===== src/inc/oad_consts.svh =====
// constants for the operand address decoder: codes, field positions, flags
// assumes inclusion by bare name from the design module and the bench
`ifndef OAD_CONSTS_SVH
`define OAD_CONSTS_SVH

// ************************************************************
// addressing form codes
// ************************************************************
`define OAD_MOD_NODISP  2'h0
`define OAD_MOD_DISP8   2'h1
`define OAD_MOD_DISP16  2'h2
`define OAD_MOD_REG     2'h3
`define OAD_RM_DIRECT   3'h6

// ************************************************************
// segment select codes
// ************************************************************
`define OAD_SEG_EXTRA   2'h0
`define OAD_SEG_CS      2'h1
`define OAD_SEG_SS      2'h2
`define OAD_SEG_DS      2'h3

// ************************************************************
// flag word bit positions
// ************************************************************
`define OAD_F_CARRY     0
`define OAD_F_PARITY    2
`define OAD_F_AUX       4
`define OAD_F_ZERO      6
`define OAD_F_SIGN      7
`define OAD_F_OVERFLOW  11

// ************************************************************
// instruction byte position of the first displacement byte
// ************************************************************
`define OAD_DISP_POS    3'h2
`endif


===== src/inc/oad_pkg.sv =====
// types shared by the operand address decoder
// assumes nothing beyond the constants header
package oad_pkg;
   // operation requested with i_valid
   typedef enum logic [1:0] {
      OAD_OP_DECODE = 2'h0,  // address/register decode only
      OAD_OP_LOOKUP = 2'h1,  // table_lookup_op
      OAD_OP_XOR    = 2'h2,  // exclusive-or
      OAD_OP_ESC    = 2'h3   // coprocessor escape
   } oad_op_t;

   // shift_kind_field decode
   typedef enum logic [2:0] {
      OAD_ROTATE_LEFT             = 3'h0,
      OAD_ROTATE_RIGHT            = 3'h1,
      OAD_ROTATE_LEFT_THRU_CARRY  = 3'h2,
      OAD_ROTATE_RIGHT_THRU_CARRY = 3'h3,
      OAD_SHIFT_LEFT              = 3'h4,
      OAD_SHIFT_RIGHT_LOGICAL     = 3'h5,
      OAD_SHIFT_UNASSIGNED        = 3'h6,
      OAD_SHIFT_RIGHT_ARITH       = 3'h7
   } oad_shift_t;

   // control states, one-hot
   typedef enum logic [1:0] {
      OAD_ST_IDLE   = 2'h1,
      OAD_ST_LOOKUP = 2'h2
   } oad_state_t;
endpackage : oad_pkg


===== src/hdl/oad_core.sv =====
// operand address decoder: effective address, segment, register and
// shift decode, plus the table lookup and exclusive-or datapaths
// assumes register values and memory read data come from same-clock logic
`timescale 1ns/1ns
`include "oad_consts.svh"

// Contract
// - lookup loads low accumulator from base plus index
// - lookup leaves every flag unchanged
// - exclusive-or writes dest xor src back
// - xor clears carry/overflow, sets sign/zero/parity
// - operand select picks the address register sum
// - form 00 select 110 is direct address
// - form 00 otherwise: zero displacement, none fetched
// - form 01 sign-extends byte; 10 takes word
// - form 11 makes operand select a register
// - displacement follows byte two, before immediates
// - frame pointer addressing defaults to stack segment
// - string destination uses extra segment for every op except lookup
// - byte register codes map low then high
// - shift kind field decodes seven shifts/rotates
// - escape fields pass to coprocessor as opcode
module oad_core
   import oad_pkg::*;
(
   // clock, reset, enable
   input  wire logic        i_clk,
   input  wire logic        i_rst,
   input  wire logic        i_ce,
   // instruction request
   input  wire logic        i_valid,
   input  wire oad_op_t     i_op,
   input  wire logic [1:0]  i_mod,
   input  wire logic [2:0]  i_reg,
   input  wire logic [2:0]  i_rm,
   input  wire logic        i_w,
   input  wire logic [7:0]  i_disp_lo,
   input  wire logic [7:0]  i_disp_hi,
   input  wire logic        i_str_dst,
   input  wire logic        i_ovr_en,
   input  wire logic [1:0]  i_ovr_seg,
   // register file values
   input  wire logic [15:0] i_acc_word,
   input  wire logic [15:0] i_count_word,
   input  wire logic [15:0] i_data_word,
   input  wire logic [15:0] i_base_word,
   input  wire logic [15:0] i_stack_top_ptr,
   input  wire logic [15:0] i_frame_base_ptr,
   input  wire logic [15:0] i_src_index_ptr,
   input  wire logic [15:0] i_dst_index_ptr,
   input  wire logic [15:0] i_flags,
   // exclusive-or operands
   input  wire logic [15:0] i_xor_dst,
   input  wire logic [15:0] i_xor_src,
   // table read answer
   input  wire logic        i_rd_valid,
   input  wire logic [7:0]  i_rd_byte,
   // decode results
   output logic             o_done,
   output logic             o_busy,
   output logic [15:0]      o_operand_offset,
   output logic [1:0]       o_seg,
   output logic             o_rm_is_reg,
   output logic [1:0]       o_disp_bytes,
   output logic [2:0]       o_imm_pos,
   output logic [15:0]      o_reg_val,
   output logic [15:0]      o_rm_val,
   output oad_shift_t       o_shift_kind_field,
   output logic             o_shift_bad,
   output logic [5:0]       o_coproc_op,
   // execution results
   output logic             o_rd_req,
   output logic [15:0]      o_result,
   output logic             o_wr_acc_low,
   output logic             o_wr_dst,
   output logic [15:0]      o_flags
);

   // ************************************************************
   // register selection
   // ************************************************************
   // one mux serves both the reg field and the operand select field
   function automatic logic [15:0] pick_reg(input logic [2:0] code,
                                            input logic       wide);
      logic [15:0] v;
      v = 16'h0000;
      if (wide)
      begin
         unique case (code)
            3'h0: v = i_acc_word;
            3'h1: v = i_count_word;
            3'h2: v = i_data_word;
            3'h3: v = i_base_word;
            3'h4: v = i_stack_top_ptr;
            3'h5: v = i_frame_base_ptr;
            3'h6: v = i_src_index_ptr;
            3'h7: v = i_dst_index_ptr;
         endcase
      end
      else
      begin
         unique case (code)
            3'h0: v = {8'h00, i_acc_word[7:0]};
            3'h1: v = {8'h00, i_count_word[7:0]};
            3'h2: v = {8'h00, i_data_word[7:0]};
            3'h3: v = {8'h00, i_base_word[7:0]};
            3'h4: v = {8'h00, i_acc_word[15:8]};
            3'h5: v = {8'h00, i_count_word[15:8]};
            3'h6: v = {8'h00, i_data_word[15:8]};
            3'h7: v = {8'h00, i_base_word[15:8]};
         endcase
      end
      return v;
   endfunction : pick_reg

   // ************************************************************
   // state
   // ************************************************************
   oad_state_t  state_r, state_nxt;        // lookup sequencer
   logic        done_r, done_nxt;          // completion pulse
   logic [15:0] off_r, off_nxt;            // operand offset
   logic [1:0]  seg_r, seg_nxt;            // segment select
   logic        isreg_r, isreg_nxt;        // operand is a register
   logic [1:0]  dbytes_r, dbytes_nxt;      // displacement byte count
   logic [2:0]  imm_r, imm_nxt;            // immediate byte position
   logic [15:0] regv_r, regv_nxt;          // reg field value
   logic [15:0] rmv_r, rmv_nxt;            // operand select register value
   oad_shift_t  shk_r, shk_nxt;            // shift kind
   logic        shbad_r, shbad_nxt;        // unassigned shift code
   logic [5:0]  cop_r, cop_nxt;            // coprocessor opcode
   logic        rdreq_r, rdreq_nxt;        // table read request
   logic [15:0] res_r, res_nxt;            // result word
   logic        wacc_r, wacc_nxt;          // low accumulator write
   logic        wdst_r, wdst_nxt;          // destination write
   logic [15:0] flg_r, flg_nxt;            // flag word out

   // combinational helpers
   logic [15:0] addr_sum;                  // register sum part
   logic [15:0] disp;                      // displacement
   logic        uses_frame;                // frame pointer in address
   logic [15:0] xr;                        // xor result

   // ************************************************************
   // next-state logic
   // ************************************************************
   always_comb
   begin
      // address register sum by operand select
      unique case (i_rm)
         3'h0: addr_sum = i_base_word + i_src_index_ptr;
         3'h1: addr_sum = i_base_word + i_dst_index_ptr;
         3'h2: addr_sum = i_frame_base_ptr + i_src_index_ptr;
         3'h3: addr_sum = i_frame_base_ptr + i_dst_index_ptr;
         3'h4: addr_sum = i_src_index_ptr;
         3'h5: addr_sum = i_dst_index_ptr;
         3'h6: addr_sum = i_frame_base_ptr;
         3'h7: addr_sum = i_base_word;
      endcase
      // displacement by addressing form
      unique case (i_mod)
         `OAD_MOD_DISP8:  disp = {{8{i_disp_lo[7]}}, i_disp_lo};
         `OAD_MOD_DISP16: disp = {i_disp_hi, i_disp_lo};
         default:         disp = 16'h0000;
      endcase
      uses_frame = (i_mod != `OAD_MOD_REG) &&
                   ((i_rm == 3'h2) || (i_rm == 3'h3) ||
                    ((i_rm == `OAD_RM_DIRECT) && (i_mod != `OAD_MOD_NODISP)));
      xr = i_w ? (i_xor_dst ^ i_xor_src)
               : {8'h00, i_xor_dst[7:0] ^ i_xor_src[7:0]};

      // defaults: hold, pulses low
      state_nxt  = state_r;
      done_nxt   = 1'b0;
      off_nxt    = off_r;
      seg_nxt    = seg_r;
      isreg_nxt  = isreg_r;
      dbytes_nxt = dbytes_r;
      imm_nxt    = imm_r;
      regv_nxt   = regv_r;
      rmv_nxt    = rmv_r;
      shk_nxt    = shk_r;
      shbad_nxt  = shbad_r;
      cop_nxt    = cop_r;
      rdreq_nxt  = rdreq_r;
      res_nxt    = res_r;
      wacc_nxt   = 1'b0;
      wdst_nxt   = 1'b0;
      flg_nxt    = flg_r;

      unique case (state_r)
         OAD_ST_IDLE:
         begin
            if (i_valid)
            begin
               // operand offset
               if (i_mod == `OAD_MOD_NODISP && i_rm == `OAD_RM_DIRECT)
                  off_nxt = {i_disp_hi, i_disp_lo};
               else
                  off_nxt = addr_sum + disp;
               isreg_nxt = (i_mod == `OAD_MOD_REG);
               // displacement bytes expected after byte two
               unique case (i_mod)
                  `OAD_MOD_NODISP: dbytes_nxt =
                     (i_rm == `OAD_RM_DIRECT) ? 2'h2 : 2'h0;
                  `OAD_MOD_DISP8:  dbytes_nxt = 2'h1;
                  `OAD_MOD_DISP16: dbytes_nxt = 2'h2;
                  `OAD_MOD_REG:    dbytes_nxt = 2'h0;
               endcase
               // immediates follow the displacement bytes
               imm_nxt = `OAD_DISP_POS + {1'b0, dbytes_nxt};
               // segment: string destination beats everything except the lookup op
               if (i_str_dst)
                  seg_nxt = `OAD_SEG_EXTRA;
               else if (i_ovr_en)
                  seg_nxt = i_ovr_seg;
               else if (uses_frame)
                  seg_nxt = `OAD_SEG_SS;
               else
                  seg_nxt = `OAD_SEG_DS;
               regv_nxt  = pick_reg(i_reg, i_w);
               rmv_nxt   = pick_reg(i_rm, i_w);
               shk_nxt   = oad_shift_t'(i_reg);
               shbad_nxt = (i_reg == OAD_SHIFT_UNASSIGNED);
               unique case (i_op)
                  OAD_OP_LOOKUP:
                  begin
                     // table may wrap within the 64 KiB offset space
                     off_nxt   = i_base_word + {8'h00, i_acc_word[7:0]};
                     seg_nxt   = i_ovr_en ? i_ovr_seg : `OAD_SEG_DS;
                     rdreq_nxt = 1'b1;
                     state_nxt = OAD_ST_LOOKUP;
                  end
                  OAD_OP_XOR:
                  begin
                     res_nxt  = xr;
                     wdst_nxt = 1'b1;
                     done_nxt = 1'b1;
                     flg_nxt  = i_flags;
                     flg_nxt[`OAD_F_CARRY]    = 1'b0;
                     flg_nxt[`OAD_F_OVERFLOW] = 1'b0;
                     flg_nxt[`OAD_F_SIGN]     = i_w ? xr[15] : xr[7];
                     flg_nxt[`OAD_F_ZERO]     = (xr == 16'h0000);
                     flg_nxt[`OAD_F_PARITY]   = ~^xr[7:0];
                     // aux carry is undefined; held as it was
                  end
                  OAD_OP_ESC:
                  begin
                     cop_nxt  = {i_reg, i_rm};
                     done_nxt = 1'b1;
                     flg_nxt  = i_flags;
                  end
                  default:
                  begin
                     done_nxt = 1'b1;
                     flg_nxt  = i_flags;
                  end
               endcase
            end
         end
         OAD_ST_LOOKUP:
         begin
            // wait for the table byte; the flags pass through untouched
            if (i_rd_valid)
            begin
               res_nxt   = {i_acc_word[15:8], i_rd_byte};
               wacc_nxt  = 1'b1;
               flg_nxt   = i_flags;
               rdreq_nxt = 1'b0;
               done_nxt  = 1'b1;
               state_nxt = OAD_ST_IDLE;
            end
         end
      endcase
   end

   // ************************************************************
   // registers
   // ************************************************************
   // clock enable low freezes everything, including pulses
   always_ff @(posedge i_clk or posedge i_rst)
   begin
      if (i_rst)
      begin
         state_r  <= OAD_ST_IDLE;
         done_r   <= 1'b0;
         off_r    <= 16'h0000;
         seg_r    <= `OAD_SEG_DS;
         isreg_r  <= 1'b0;
         dbytes_r <= 2'h0;
         imm_r    <= `OAD_DISP_POS;
         regv_r   <= 16'h0000;
         rmv_r    <= 16'h0000;
         shk_r    <= OAD_ROTATE_LEFT;
         shbad_r  <= 1'b0;
         cop_r    <= 6'h00;
         rdreq_r  <= 1'b0;
         res_r    <= 16'h0000;
         wacc_r   <= 1'b0;
         wdst_r   <= 1'b0;
         flg_r    <= 16'h0000;
      end
      else if (i_ce)
      begin
         state_r  <= state_nxt;
         done_r   <= done_nxt;
         off_r    <= off_nxt;
         seg_r    <= seg_nxt;
         isreg_r  <= isreg_nxt;
         dbytes_r <= dbytes_nxt;
         imm_r    <= imm_nxt;
         regv_r   <= regv_nxt;
         rmv_r    <= rmv_nxt;
         shk_r    <= shk_nxt;
         shbad_r  <= shbad_nxt;
         cop_r    <= cop_nxt;
         rdreq_r  <= rdreq_nxt;
         res_r    <= res_nxt;
         wacc_r   <= wacc_nxt;
         wdst_r   <= wdst_nxt;
         flg_r    <= flg_nxt;
      end
   end

   // output wiring
   assign o_done             = done_r;
   assign o_busy             = (state_r == OAD_ST_LOOKUP);
   assign o_operand_offset   = off_r;
   assign o_seg              = seg_r;
   assign o_rm_is_reg        = isreg_r;
   assign o_disp_bytes       = dbytes_r;
   assign o_imm_pos          = imm_r;
   assign o_reg_val          = regv_r;
   assign o_rm_val           = rmv_r;
   assign o_shift_kind_field = shk_r;
   assign o_shift_bad        = shbad_r;
   assign o_coproc_op        = cop_r;
   assign o_rd_req           = rdreq_r;
   assign o_result           = res_r;
   assign o_wr_acc_low       = wacc_r;
   assign o_wr_dst           = wdst_r;
   assign o_flags            = flg_r;

   logic go;
   assign go = i_ce && i_valid && (state_r == OAD_ST_IDLE);
endmodule : oad_core


===== config.mk =====
export PLATFORM = sky130hd
export DESIGN_NAME = oad_core
export DESIGN_NICKNAME = d
export VERILOG_FILES = /design/src/inc/oad_pkg.sv /design/src/hdl/oad_core.sv
export VERILOG_INCLUDE_DIRS = /design/src /design/src/inc
export SDC_FILE = /design/constraint.sdc
export NUM_CORES = 1
export LEC_CHECK = 0
export CORE_MARGIN = 5
export CORE_UTILIZATION = 41
export DETAILED_ROUTE_END_ITERATION = 10
export DONT_BUFFER_PORTS = 1
export GPL_TIMING_DRIVEN = 0
export PLACE_DENSITY = 0.58
export SETUP_SLACK_MARGIN = 0.5
export SYNTH_ARGS = -nofsm -noshare
export SYNTH_HDL_FRONTEND = slang
export SYNTH_SLANG_ARGS = --single-unit

===== constraint.sdc =====
create_clock -name i_clk -period 8.5 [get_ports i_clk]
set_input_delay 0.425 -clock i_clk [delete_from_list [all_inputs] [get_ports i_clk]]
set_output_delay 0.425 -clock i_clk [all_outputs]
set_load 0.01 [all_outputs]

After elaboration in Yosys (flattened, before gate mapping)
Cells that the tools add are included.
- register bits: 104
- latch bits: 0
- RAM bits: 0
- ROM bits: 0
- input port bits: 220
- output and inout bits: 103
- logic and storage cells: 115
- memories: 0
- add/subtract/negate cells: 7
- $mul: 0
- div/mod/pow operators: 0
- order comparisons: 0
- equality and inequality tests: 28
- shifts and indexed selects: 0
- multiplexer cells: 45
- bitwise gates (word level): 2
- reductions and logical operators: 16
- operator list (kind ; number):
    $pmux W16 S8 ; 5
    $mux W16 ; 10
    $pmux W16 S2 ; 4
    $add A16 B16 Y16 ; 5
    $eq A3 B3 Y1 const B ; 8
    $mux W2 ; 10
    $add A16 B8 Y16 ; 1
    $logic_not A16 Y1 ; 1
    $reduce_and A4 Y1 ; 4
    $xor A16 B16 Y16 ; 1
    $eq A3 B2 Y1 const B ; 4
    $mux W1 ; 12
    $eq A2 B2 Y1 const B ; 5
    $ne A2 B2 Y1 const B ; 4
    $pmux W2 S4 ; 1
    $reduce_xnor A8 Y1 ; 1
    $xor A8 B8 Y8 ; 1
    $eq A2 B1 Y1 const B ; 3
    $eq A3 B1 Y1 const B ; 2
    $logic_not A3 Y1 ; 2
    $ne A2 B1 Y1 const B ; 2
    $pmux W1 S2 ; 2
    $pmux W2 S2 ; 1
    $add A2 B2 Y3 const A ; 1
    other kinds (5) ; 8

Longest topological paths before layout
Gate-level depths: netlist of run 1.
- depth in word-level cells: 8
- depth in mapped cells: 24

Least setup slack after synthesis of run 1
No wires, ideal clock.
- path type: input to register
- start point: input port i_rm[1]
- end point: register off_r[15] (netlist: o_operand_offset[15])
- library setup time: 0.127 ns
- data arrival time: 4.551 ns
- data required time: 8.373 ns
- setup slack: 3.823 ns
- stages: 22
- cells stage by stage: buf_4 -> nor3b_2 -> buf_2 -> buf_1 -> mux2_2 -> ha_1 -> buf_4 -> nand4_2 -> nor4_1 -> o31ai_1 -> nand2b_1 -> xor2_1 -> mux4_2 -> ha_1 -> a21o_1 -> a21oi_1 -> o21ai_0 -> a21oi_1 -> o41ai_2 -> xor2_1 -> xnor2_1 -> a21oi_1
- longest elaborated chain between the ends: 5
- ends and longest elaborated chain (item ; RTL line ; source):
    from (decl) ; oad_core.sv:35 ; input wire logic [2:0] i_rm,
    $eq A3 B3 Y1 (tied with other cells) ; oad_core.sv:149 ; unique case (i_rm)
    $pmux W16 S8 ; oad_core.sv:149 ;
    $add A16 B16 Y16 ; oad_core.sv:199 ; off_nxt = addr_sum + disp;
    $mux W16 (*) ; oad_core.sv:196 ; if (i_mod == `OAD_MOD_NODISP && i_rm == `OAD_RM_DIRECT)
    $mux W16 (*) ; oad_core.sv:224 ; unique case (i_op)
    to (signal assigned) ; oad_core.sv:306 ; off_r <= off_nxt;
    to (decl) ; oad_core.sv:121 ; logic [15:0] off_r, off_nxt;
Every way passes the cells marked *; elsewhere a longest branch is shown, timed or not.
A chain may end at the register's enable or synchronous reset.

Worst setup path in the final report of run 1
- start point: input port i_rm[2]
- end point: register off_r[9] (netlist: o_operand_offset[9])
Same word-level chain as after synthesis.

==> flow_summary_export.csv, run 1 <==
group,metric,value,unit
run_status,outcome,"finished clean",
sta,finalClockSkew,0.00952,ns
global_routing,antenna_found_initial,0,
floorplan,start_util,0.416,
synth,synthSimpleGateAreaFrac,0.147,
synth,synth.distinct_cells,66,
synth,ys_seq_elements,101,
floorplan,row_count,59,
route,first_iter_violations,1491,
synth,yosysWarnings,0,
sta,period_minus_slack,5.55,ns
placed_design,dp_hpwl,39.9,mm
clock_network,cts_root_buffer,"clkbuf_16",
critical_path,path_class,"input pin to flop",
route,dr_total_vias,10895,
pwr,power_density,197,nW/um2
critical_path,critPathLaunchType,"input pin",
layout,final-instance-count-excl-fill,1645,
synth,synthArstFlopShare,1.00,
global_routing,grt.total_usage,0.314,
synth,synth_top_family_by_area,"compound AO/OA/AOI/OAI gates",
floorplan,ioPinCount,323,
layout,fin_util,0.446,
clock_network,cts_resized,0,
synth,synth_seq_area_share,0.234,
sta,finalSetupTns,0,ns
sta,maxSlewHeadroom,0.357,
synth,synth_edf_count,0,
synth,netlist.top_cell.by_area,"dfrtp_1",
clock_network,cts_buffers,9,
clock_network,post-cts-setup-buffers,0,
synth,postSynthCellCount,1292,
synth,synth_fa_ha_area_frac,0.0815,
critical_path,cp_slowest_cell,"buf_1",
pwr,vdd_ir_drop_max,0.180,mV
clock_network,cts_tree,"done",
sta,final_max_slew_viol_count,0,
pwr,p_leak,4.84,nW
route,firstDrtPassIters,6,
synth,netlist_area,10800,um2
synth,syn_avg_cell_area,8.37,um2
worst_hold_path,hold_class,"input pin to flop",
global_routing,grt_pass1_wl,69.4,mm
critical_path,critPathMaxStageDelay,0.61,ns
floorplan,die_area,29700,um2
synth,synth_common_cells,"nand2_1 (157), a21oi_1 (138), o21ai_0 (108)",
critical_path,cp_max_fo,10,
synth,synth_top_area_frac,0.224,
critical_path,path_buf_inv,3,
route,routed_via_density,6.62,
layout,layout-drive-gt1-share,0.125,
placed_design,dp.cells,1628,
critical_path,crit_chain,"buf_2, nand3b_4, buf_1, mux2_2, ha_1, inv_1, fa_1, nand3b_1, a31oi_1, o22ai_1, xor2_1, o21ai_0, a21boi_0, ha_1, a21o_2, a21boi_0, a22oi_1, or3_1, a221oi_1, a21o_1",
placed_design,io_buffers,0,
route,wl_per_cell,29.7,um
clock_network,clk_latency,0.35,ns
synth,netlist_top_cells_area,"dfrtp_1 (22%), mux4_2 (7.7%), ha_1 (7.4%)",
clock_network,ctsHtreeMaxLevel,3,
synth,synth_xor_area_frac,0.0551,
floorplan,dieHeight,172,um
floorplan,die-width,172,um
global_routing,grt_pass1_vias,10559,
sta,fmax,180,MHz
clock_network,clock_path_buffers,2,
synth,synth_compound_area_frac,0.267,
clock_network,clkTransAtPathRegs,0.08,ns
floorplan,core-area,26000,um2
clock_network,cts_hold_buf,1,
job,maxCapViolCount,0,
critical_path,required,8.80,ns
placed_design,place.gp.congestion,1.00,
synth,synth.most_common_cell,"nand2_1",
synth,syn_nets,1580,
sta,hold_viol_final,0,
sta,period_share,0.653,
critical_path,path_delay_family,"compound AO/OA/AOI/OAI gates",
clock_network,clkSinkCount,101,
layout,nets,1593,
route,drcViolationCount,0,
critical_path,worstPathArrival,5.85,ns
sta,worst_pin_slew,0.962,ns
synth,synth_top_flop_cell,"dfrtp_1",
layout,area_growth,7.15,%
global_routing,grt_max_degree,66,
critical_path,end_kind,"flop",
sta,setup_viol,0,
global_routing,overflow,0,
route,postRouteWirelength,48.9,mm
sta,rsz0062_at_grt,"no",
layout,n_antenna_cell,0,
route,final_antenna_net_count,0,
synth,synth.mux.area_fraction,0.165,
==> report_power, final <==
group	switching (W)	internal [W]	total, W
registers	0.000275	0.000687	0.000962
clock network	0.000200	0.000242	0.000442
logic	0.000516	0.000366	0.000882
total	0.000991	0.00130	0.00229
==> cell usage in the layout (no fill, tap or decap), types with 26 or more instances in the layout <==
cell type	Yosys	routed
nand2_1	157	157
a21oi_1	138	138
o21ai_0	108	108
dfrtp_1	97	97
nor2_1	76	76
ha_1	64	64
mux2_2	56	56
clkbuf_1	51	51
xnor2_1	38	38
mux4_2	37	37
mux2i_1	32	32
xor2_1	30	30
inv_1	31	30
buf_2	27	27
a22oi_1	26	26
==> routing by layer <==
layer  up-vias  global-route usage  routed length, um
met1      5199               0.378              17500
met4         0               0.133               2600
met2       709               0.518              22500
met3       152               0.100               6390
met5         -                   0                  0
li1       4835                   -                  -
==> kinds of logic (layout without fill, tap and decap cells) <==
| group | after synthesis | after routing |
|---|---|---|
| AO/OA/AOI/OAI | 451 | 451 |
| adder cells (fa/ha/maj) | 68 | 68 |
| buffers and inverters | 130 | 148 |
| multiplexers | 125 | 125 |
| XOR/XNOR | 68 | 68 |
| flip-flops | 101 | 101 |
| AND/OR/NAND/NOR | 349 | 349 |
==> area by class of cell <==
cell class	instances	area [um2]
well taps	335	419
clock inverters	6	75.1
inverters	33	126
fillers	2664	14400
plain buffers	97	424
repair buffers	2	37.5
multi-input cells	1061	7730
flip-flops and latches	101	2530
clock buffers	10	239
==> stage by stage <==
stage               instance area (um2)  total power (W)  setup WS, ns  hold WS (ns)
finish                            11600          0.00229          2.95         0.168
global route                      11600          0.00243          2.63         0.166
CTS                               11600          0.00230          3.01         0.150
detailed placement                11300          0.00185          2.63         0.367
global placement                  11200          0.00184          2.66         0.477
floorplan                         10800          0.00156          3.82         0.465
==> worst paths after layout <==
path,cells after the start,endpoint,slack (ns),startpoint
max,20,o_operand_offset[9]$_DFFE_PP0P_,2.95,i_rm[2]
min,1,state_r[1]$_DFFE_PP0P_,0.17,i_rd_valid
max reg2reg,6,o_disp_bytes[1]$_DFFE_PP0P_,6.00,state_r[0]$_DFFE_PP1P_
min reg2reg,2,o_imm_pos[1]$_DFFE_PP1P_,0.49,o_imm_pos[1]$_DFFE_PP1P_
max in group asynchronous,3,o_rm_val[14]$_DFFE_PP0P_,7.18,i_rst
min in group asynchronous,2,o_flags[13]$_DFFE_PP0P_,0.59,i_rst
Note: power is estimated with default switching activity, not from simulation.
==> run 2: changes to the inputs <==
--- a/config.mk
+++ b/config.mk
@@ -6,12 +6,13 @@
 export SDC_FILE = /design/constraint.sdc
 export NUM_CORES = 1
 export LEC_CHECK = 0
+export ABC_AREA = 1
 export CORE_MARGIN = 5
 export CORE_UTILIZATION = 41
 export DETAILED_ROUTE_END_ITERATION = 10
 export DONT_BUFFER_PORTS = 1
 export GPL_TIMING_DRIVEN = 0
-export PLACE_DENSITY = 0.58
+export PLACE_DENSITY = 0.6
 export SETUP_SLACK_MARGIN = 0.5
 export SYNTH_ARGS = -nofsm -noshare
 export SYNTH_HDL_FRONTEND = slang
==> constraint.sdc (replaced) <==
create_clock -name i_clk -period 5 [get_ports i_clk]
set_input_delay 0.25 -clock i_clk [delete_from_list [all_inputs] [get_ports i_clk]]
set_output_delay 0.25 -clock i_clk [all_outputs]
set_load 0.01 [all_outputs]
==> run 2 against run 1 <==
Against the previous run: register-to-register slack worse by 3.1 ns; clock power is 69% higher; sequential cell count stayed put; worst setup slack worse by 2.2 ns; cell count is 19% higher; total power is 75% higher; via count is 14% higher; sequential share of layout area is 0.27 points higher; global-route usage is 3.2 points higher; critical path depth is 7 higher; first-iteration DRC count is 8.8% higher.
==> flow_summary_export.csv, run 2 <==
group,metric,value,unit
route,drcViolationCount,0,
sta,finalClockSkew,0.00392,ns
clock_network,clkSinkCount,101,
global_routing,grt_pass1_vias,11800,
pwr,p_leak,5.46,nW
clock_network,clk_latency,0.35,ns
critical_path,critPathLaunchType,"input pin",
sta,period_share,0.844,
floorplan,die-width,171,um
pwr,total_power,0.00400,W
sta,maxSlewHeadroom,0.420,
synth,syn_nets,1890,
route,wl_per_cell,27.0,um
route,first_iter_violations,1622,
synth,synthArstFlopShare,1.00,
layout,layout-drive-gt1-share,0.0731,
synth,ys_seq_elements,101,
route,firstDrtPassIters,8,
global_routing,overflow,0,
worst_hold_path,hold_class,"input pin to flop",
route,dr_total_vias,12457,
sta,period_minus_slack,4.22,ns
synth,synth_seq_area_share,0.240,
route,final_antenna_net_count,0,
pwr,p_sw_frac,0.463,
layout,layout_commonest_cell,"nand2_1",
critical_path,crit_start,"i_rm[2]",
floorplan,core-area,25300,um2
placed_design,place.gp.congestion,1.02,
critical_path,cp_slowest_cell,"fa_1",
sta,final_max_slew_viol_count,0,
synth,yosysWarnings,0,
pwr,vdd_ir_drop_max,0.217,mV
global_routing,antenna_found_initial,0,
layout,area_growth,8.37,%
pwr,power_frac_comb,0.387,
floorplan,die_area,29100,um2
synth,synth_top_flop_cell,"dfrtp_1",
sta,setup_viol,0,
placed_design,dp_hpwl,43.4,mm
layout,fin_util,0.453,
clock_network,ctsHtreeMaxLevel,3,
placed_design,io_buffers,0,
critical_path,r2r-start,"state_r[1]$_DFFE_PP0P_",
pwr,p_int,0.00215,W
synth,postSynthCellCount,1602,
clock_network,cts_tree,"done",
global_routing,grt_pass1_wl,75.9,mm
pwr,clockPowerShare,0.187,
critical_path,crit_top_cell,"nand2_1",
clock_network,post-cts-setup-buffers,0,
sta,worst_pin_slew,0.848,ns
synth,synth_edf_count,0,
clock_network,cts_buffers,9,
floorplan,dieHeight,171,um
global_routing,grt.total_usage,0.346,
pwr,p_seq_frac,0.426,
floorplan,row_count,58,
synth,netlist.top_cell.by_area,"dfrtp_1",
route,postRouteWirelength,52.8,mm
layout,nets,1910,
critical_path,end_kind,"flop",
synth,netlist_area,10600,um2
synth,synth.most_common_cell,"nand2_1",
critical_path,required,5.25,ns
critical_path,worstPathArrival,4.47,ns
sta,hold_viol_final,0,
pwr,power_density,349,nW/um2
layout,layout_common_cells,"nand2_1 (386), inv_1 (172), o21ai_0 (137), a21oi_1 (127), nor2_1 (108)",
floorplan,start_util,0.418,
synth,synth.distinct_cells,54,
route,routed_via_density,6.37,
critical_path,cp_max_fo,10,
clock_network,cts_root_buffer,"clkbuf_16",
critical_path,path_class,"input pin to flop",
sta,rsz0062_at_grt,"yes",
worst_hold_path,hold_start,"i_flags[5]",
run_status,outcome,"finished clean",
critical_path,critPathMaxStageDelay,0.45,ns
layout,n_antenna_cell,0,
floorplan,ioPinCount,323,
sta,fmax,237,MHz
clock_network,clock_path_buffers,2,
pwr,p_switching,0.00185,W
synth,synth_top_area_frac,0.230,
global_routing,grt_max_degree,60,
synth,netlist_top_cells_area,"dfrtp_1 (23%), nand2_1 (14%), ha_1 (7.6%)",
job,maxCapViolCount,0,
clock_network,clkTransAtPathRegs,0.08,ns
synth,syn_avg_cell_area,6.59,um2
synth,synth_common_cells,"nand2_1 (387), inv_1 (173), o21ai_0 (142)",
run 2: cell types whose count changed after synthesis, sizes merged, moves of 35 or more:
cell / delta
mux2: -56
nor2: +35
o22ai: +49
inv: +157
o21ai: +38
mux4: -37
nand3: +56
nand2: +232
run 2: critical path, delay by kind of cell:
family / cells / cell delay (ns)
buffers and inverters: 5 / 0.63
AND/OR/NAND/NOR: 9 / 1.00
AO/OA/AOI/OAI: 10 / 1.51
adder cells (fa/ha/maj): 3 / 1.05
run 2: power groups by stage:
stage | clock network (W) | registers [W] | logic [W]
final | 0.000747 | 0.00170 | 0.00155
after global routing | 0.000783 | 0.00174 | 0.00173
after CTS | 0.000757 | 0.00171 | 0.00151
after detailed placement | 0 | 0.00172 | 0.00150
after global placement | 0 | 0.00172 | 0.00148
after floorplan | 0 | 0.00157 | 0.00112
run 2: metal layers:
metal  track usage  wire length (um)
met4         0.131              2450
met1         0.466             21300
met2         0.537             23200
met5             0                 0
met3        0.0896              5780
run 2: area by class of cell:
| class | count | area [um2] |
|---|---|---|
| clock inverters | 6 | 77.6 |
| multi-input cells | 1239 | 7010 |
| well taps | 330 | 413 |
| clock buffers | 10 | 229 |
| repair buffers | 9 | 108 |
| plain buffers | 73 | 358 |
| fillers | 2704 | 13800 |
| inverters | 189 | 719 |
| flip-flops and latches | 101 | 2530 |
run 2: logic make-up (layout without fill, tap and decap cells):
group	Yosys count	count (layout)	share of synthesized area
AND/OR/NAND/NOR	621	621	0.249
AO/OA/AOI/OAI	525	525	0.307
buffers and inverters	262	287	0.101
flip-flops	101	101	0.240
adder cells (fa/ha/maj)	68	68	0.0834
XOR/XNOR	25	25	0.0207
run 2: timing repair:
item / in CTS / in global routing
endpoints found under the setup margin: 5 / 8
endpoints found under the hold margin: 46 / 0
resized for setup: 8 / 22
pin swaps: 0 / 1
gates cloned: 0 / 0
hold buffers: 8 / 0
run 2: final timing paths:
| path | cells after the start | slack [ns] | to |
|---|---|---|---|
| max in group asynchronous | 3 | 3.85 | o_coproc_op[2]$_DFFE_PP0P_ |
| worst min register to register | 2 | 0.50 | o_seg[1]$_DFFE_PP1P_ |
| worst min-delay path | 2 | 0.01 | o_flags[5]$_DFFE_PP0P_ |
| worst max-delay path | 27 | 0.78 | o_operand_offset[15]$_DFFE_PP0P_ |
| min in group asynchronous | 2 | 0.45 | o_done$_DFFE_PP0P_ |
| worst max register to register | 8 | 2.92 | o_result[3]$_DFFE_PP0P_ |
run 2: stage by stage:
stage / cells / worst slack [ns] / setup TNS (ns) / cell area [um2] / hold slack (ns)
floorplan: 1602 / 1.22 / 0 / 10600 / 0.367
detailed placement: 1933 / -0.0974 / -0.255 / 11000 / 0.225
finish: 1957 / 0.779 / 0 / 11400 / 0.0150
CTS: 1957 / 0.505 / 0 / 11400 / 0.00244
global route: 1957 / 0.462 / 0 / 11400 / 0.0196
global placement: 1932 / -0.0900 / -0.270 / 11000 / 0.370
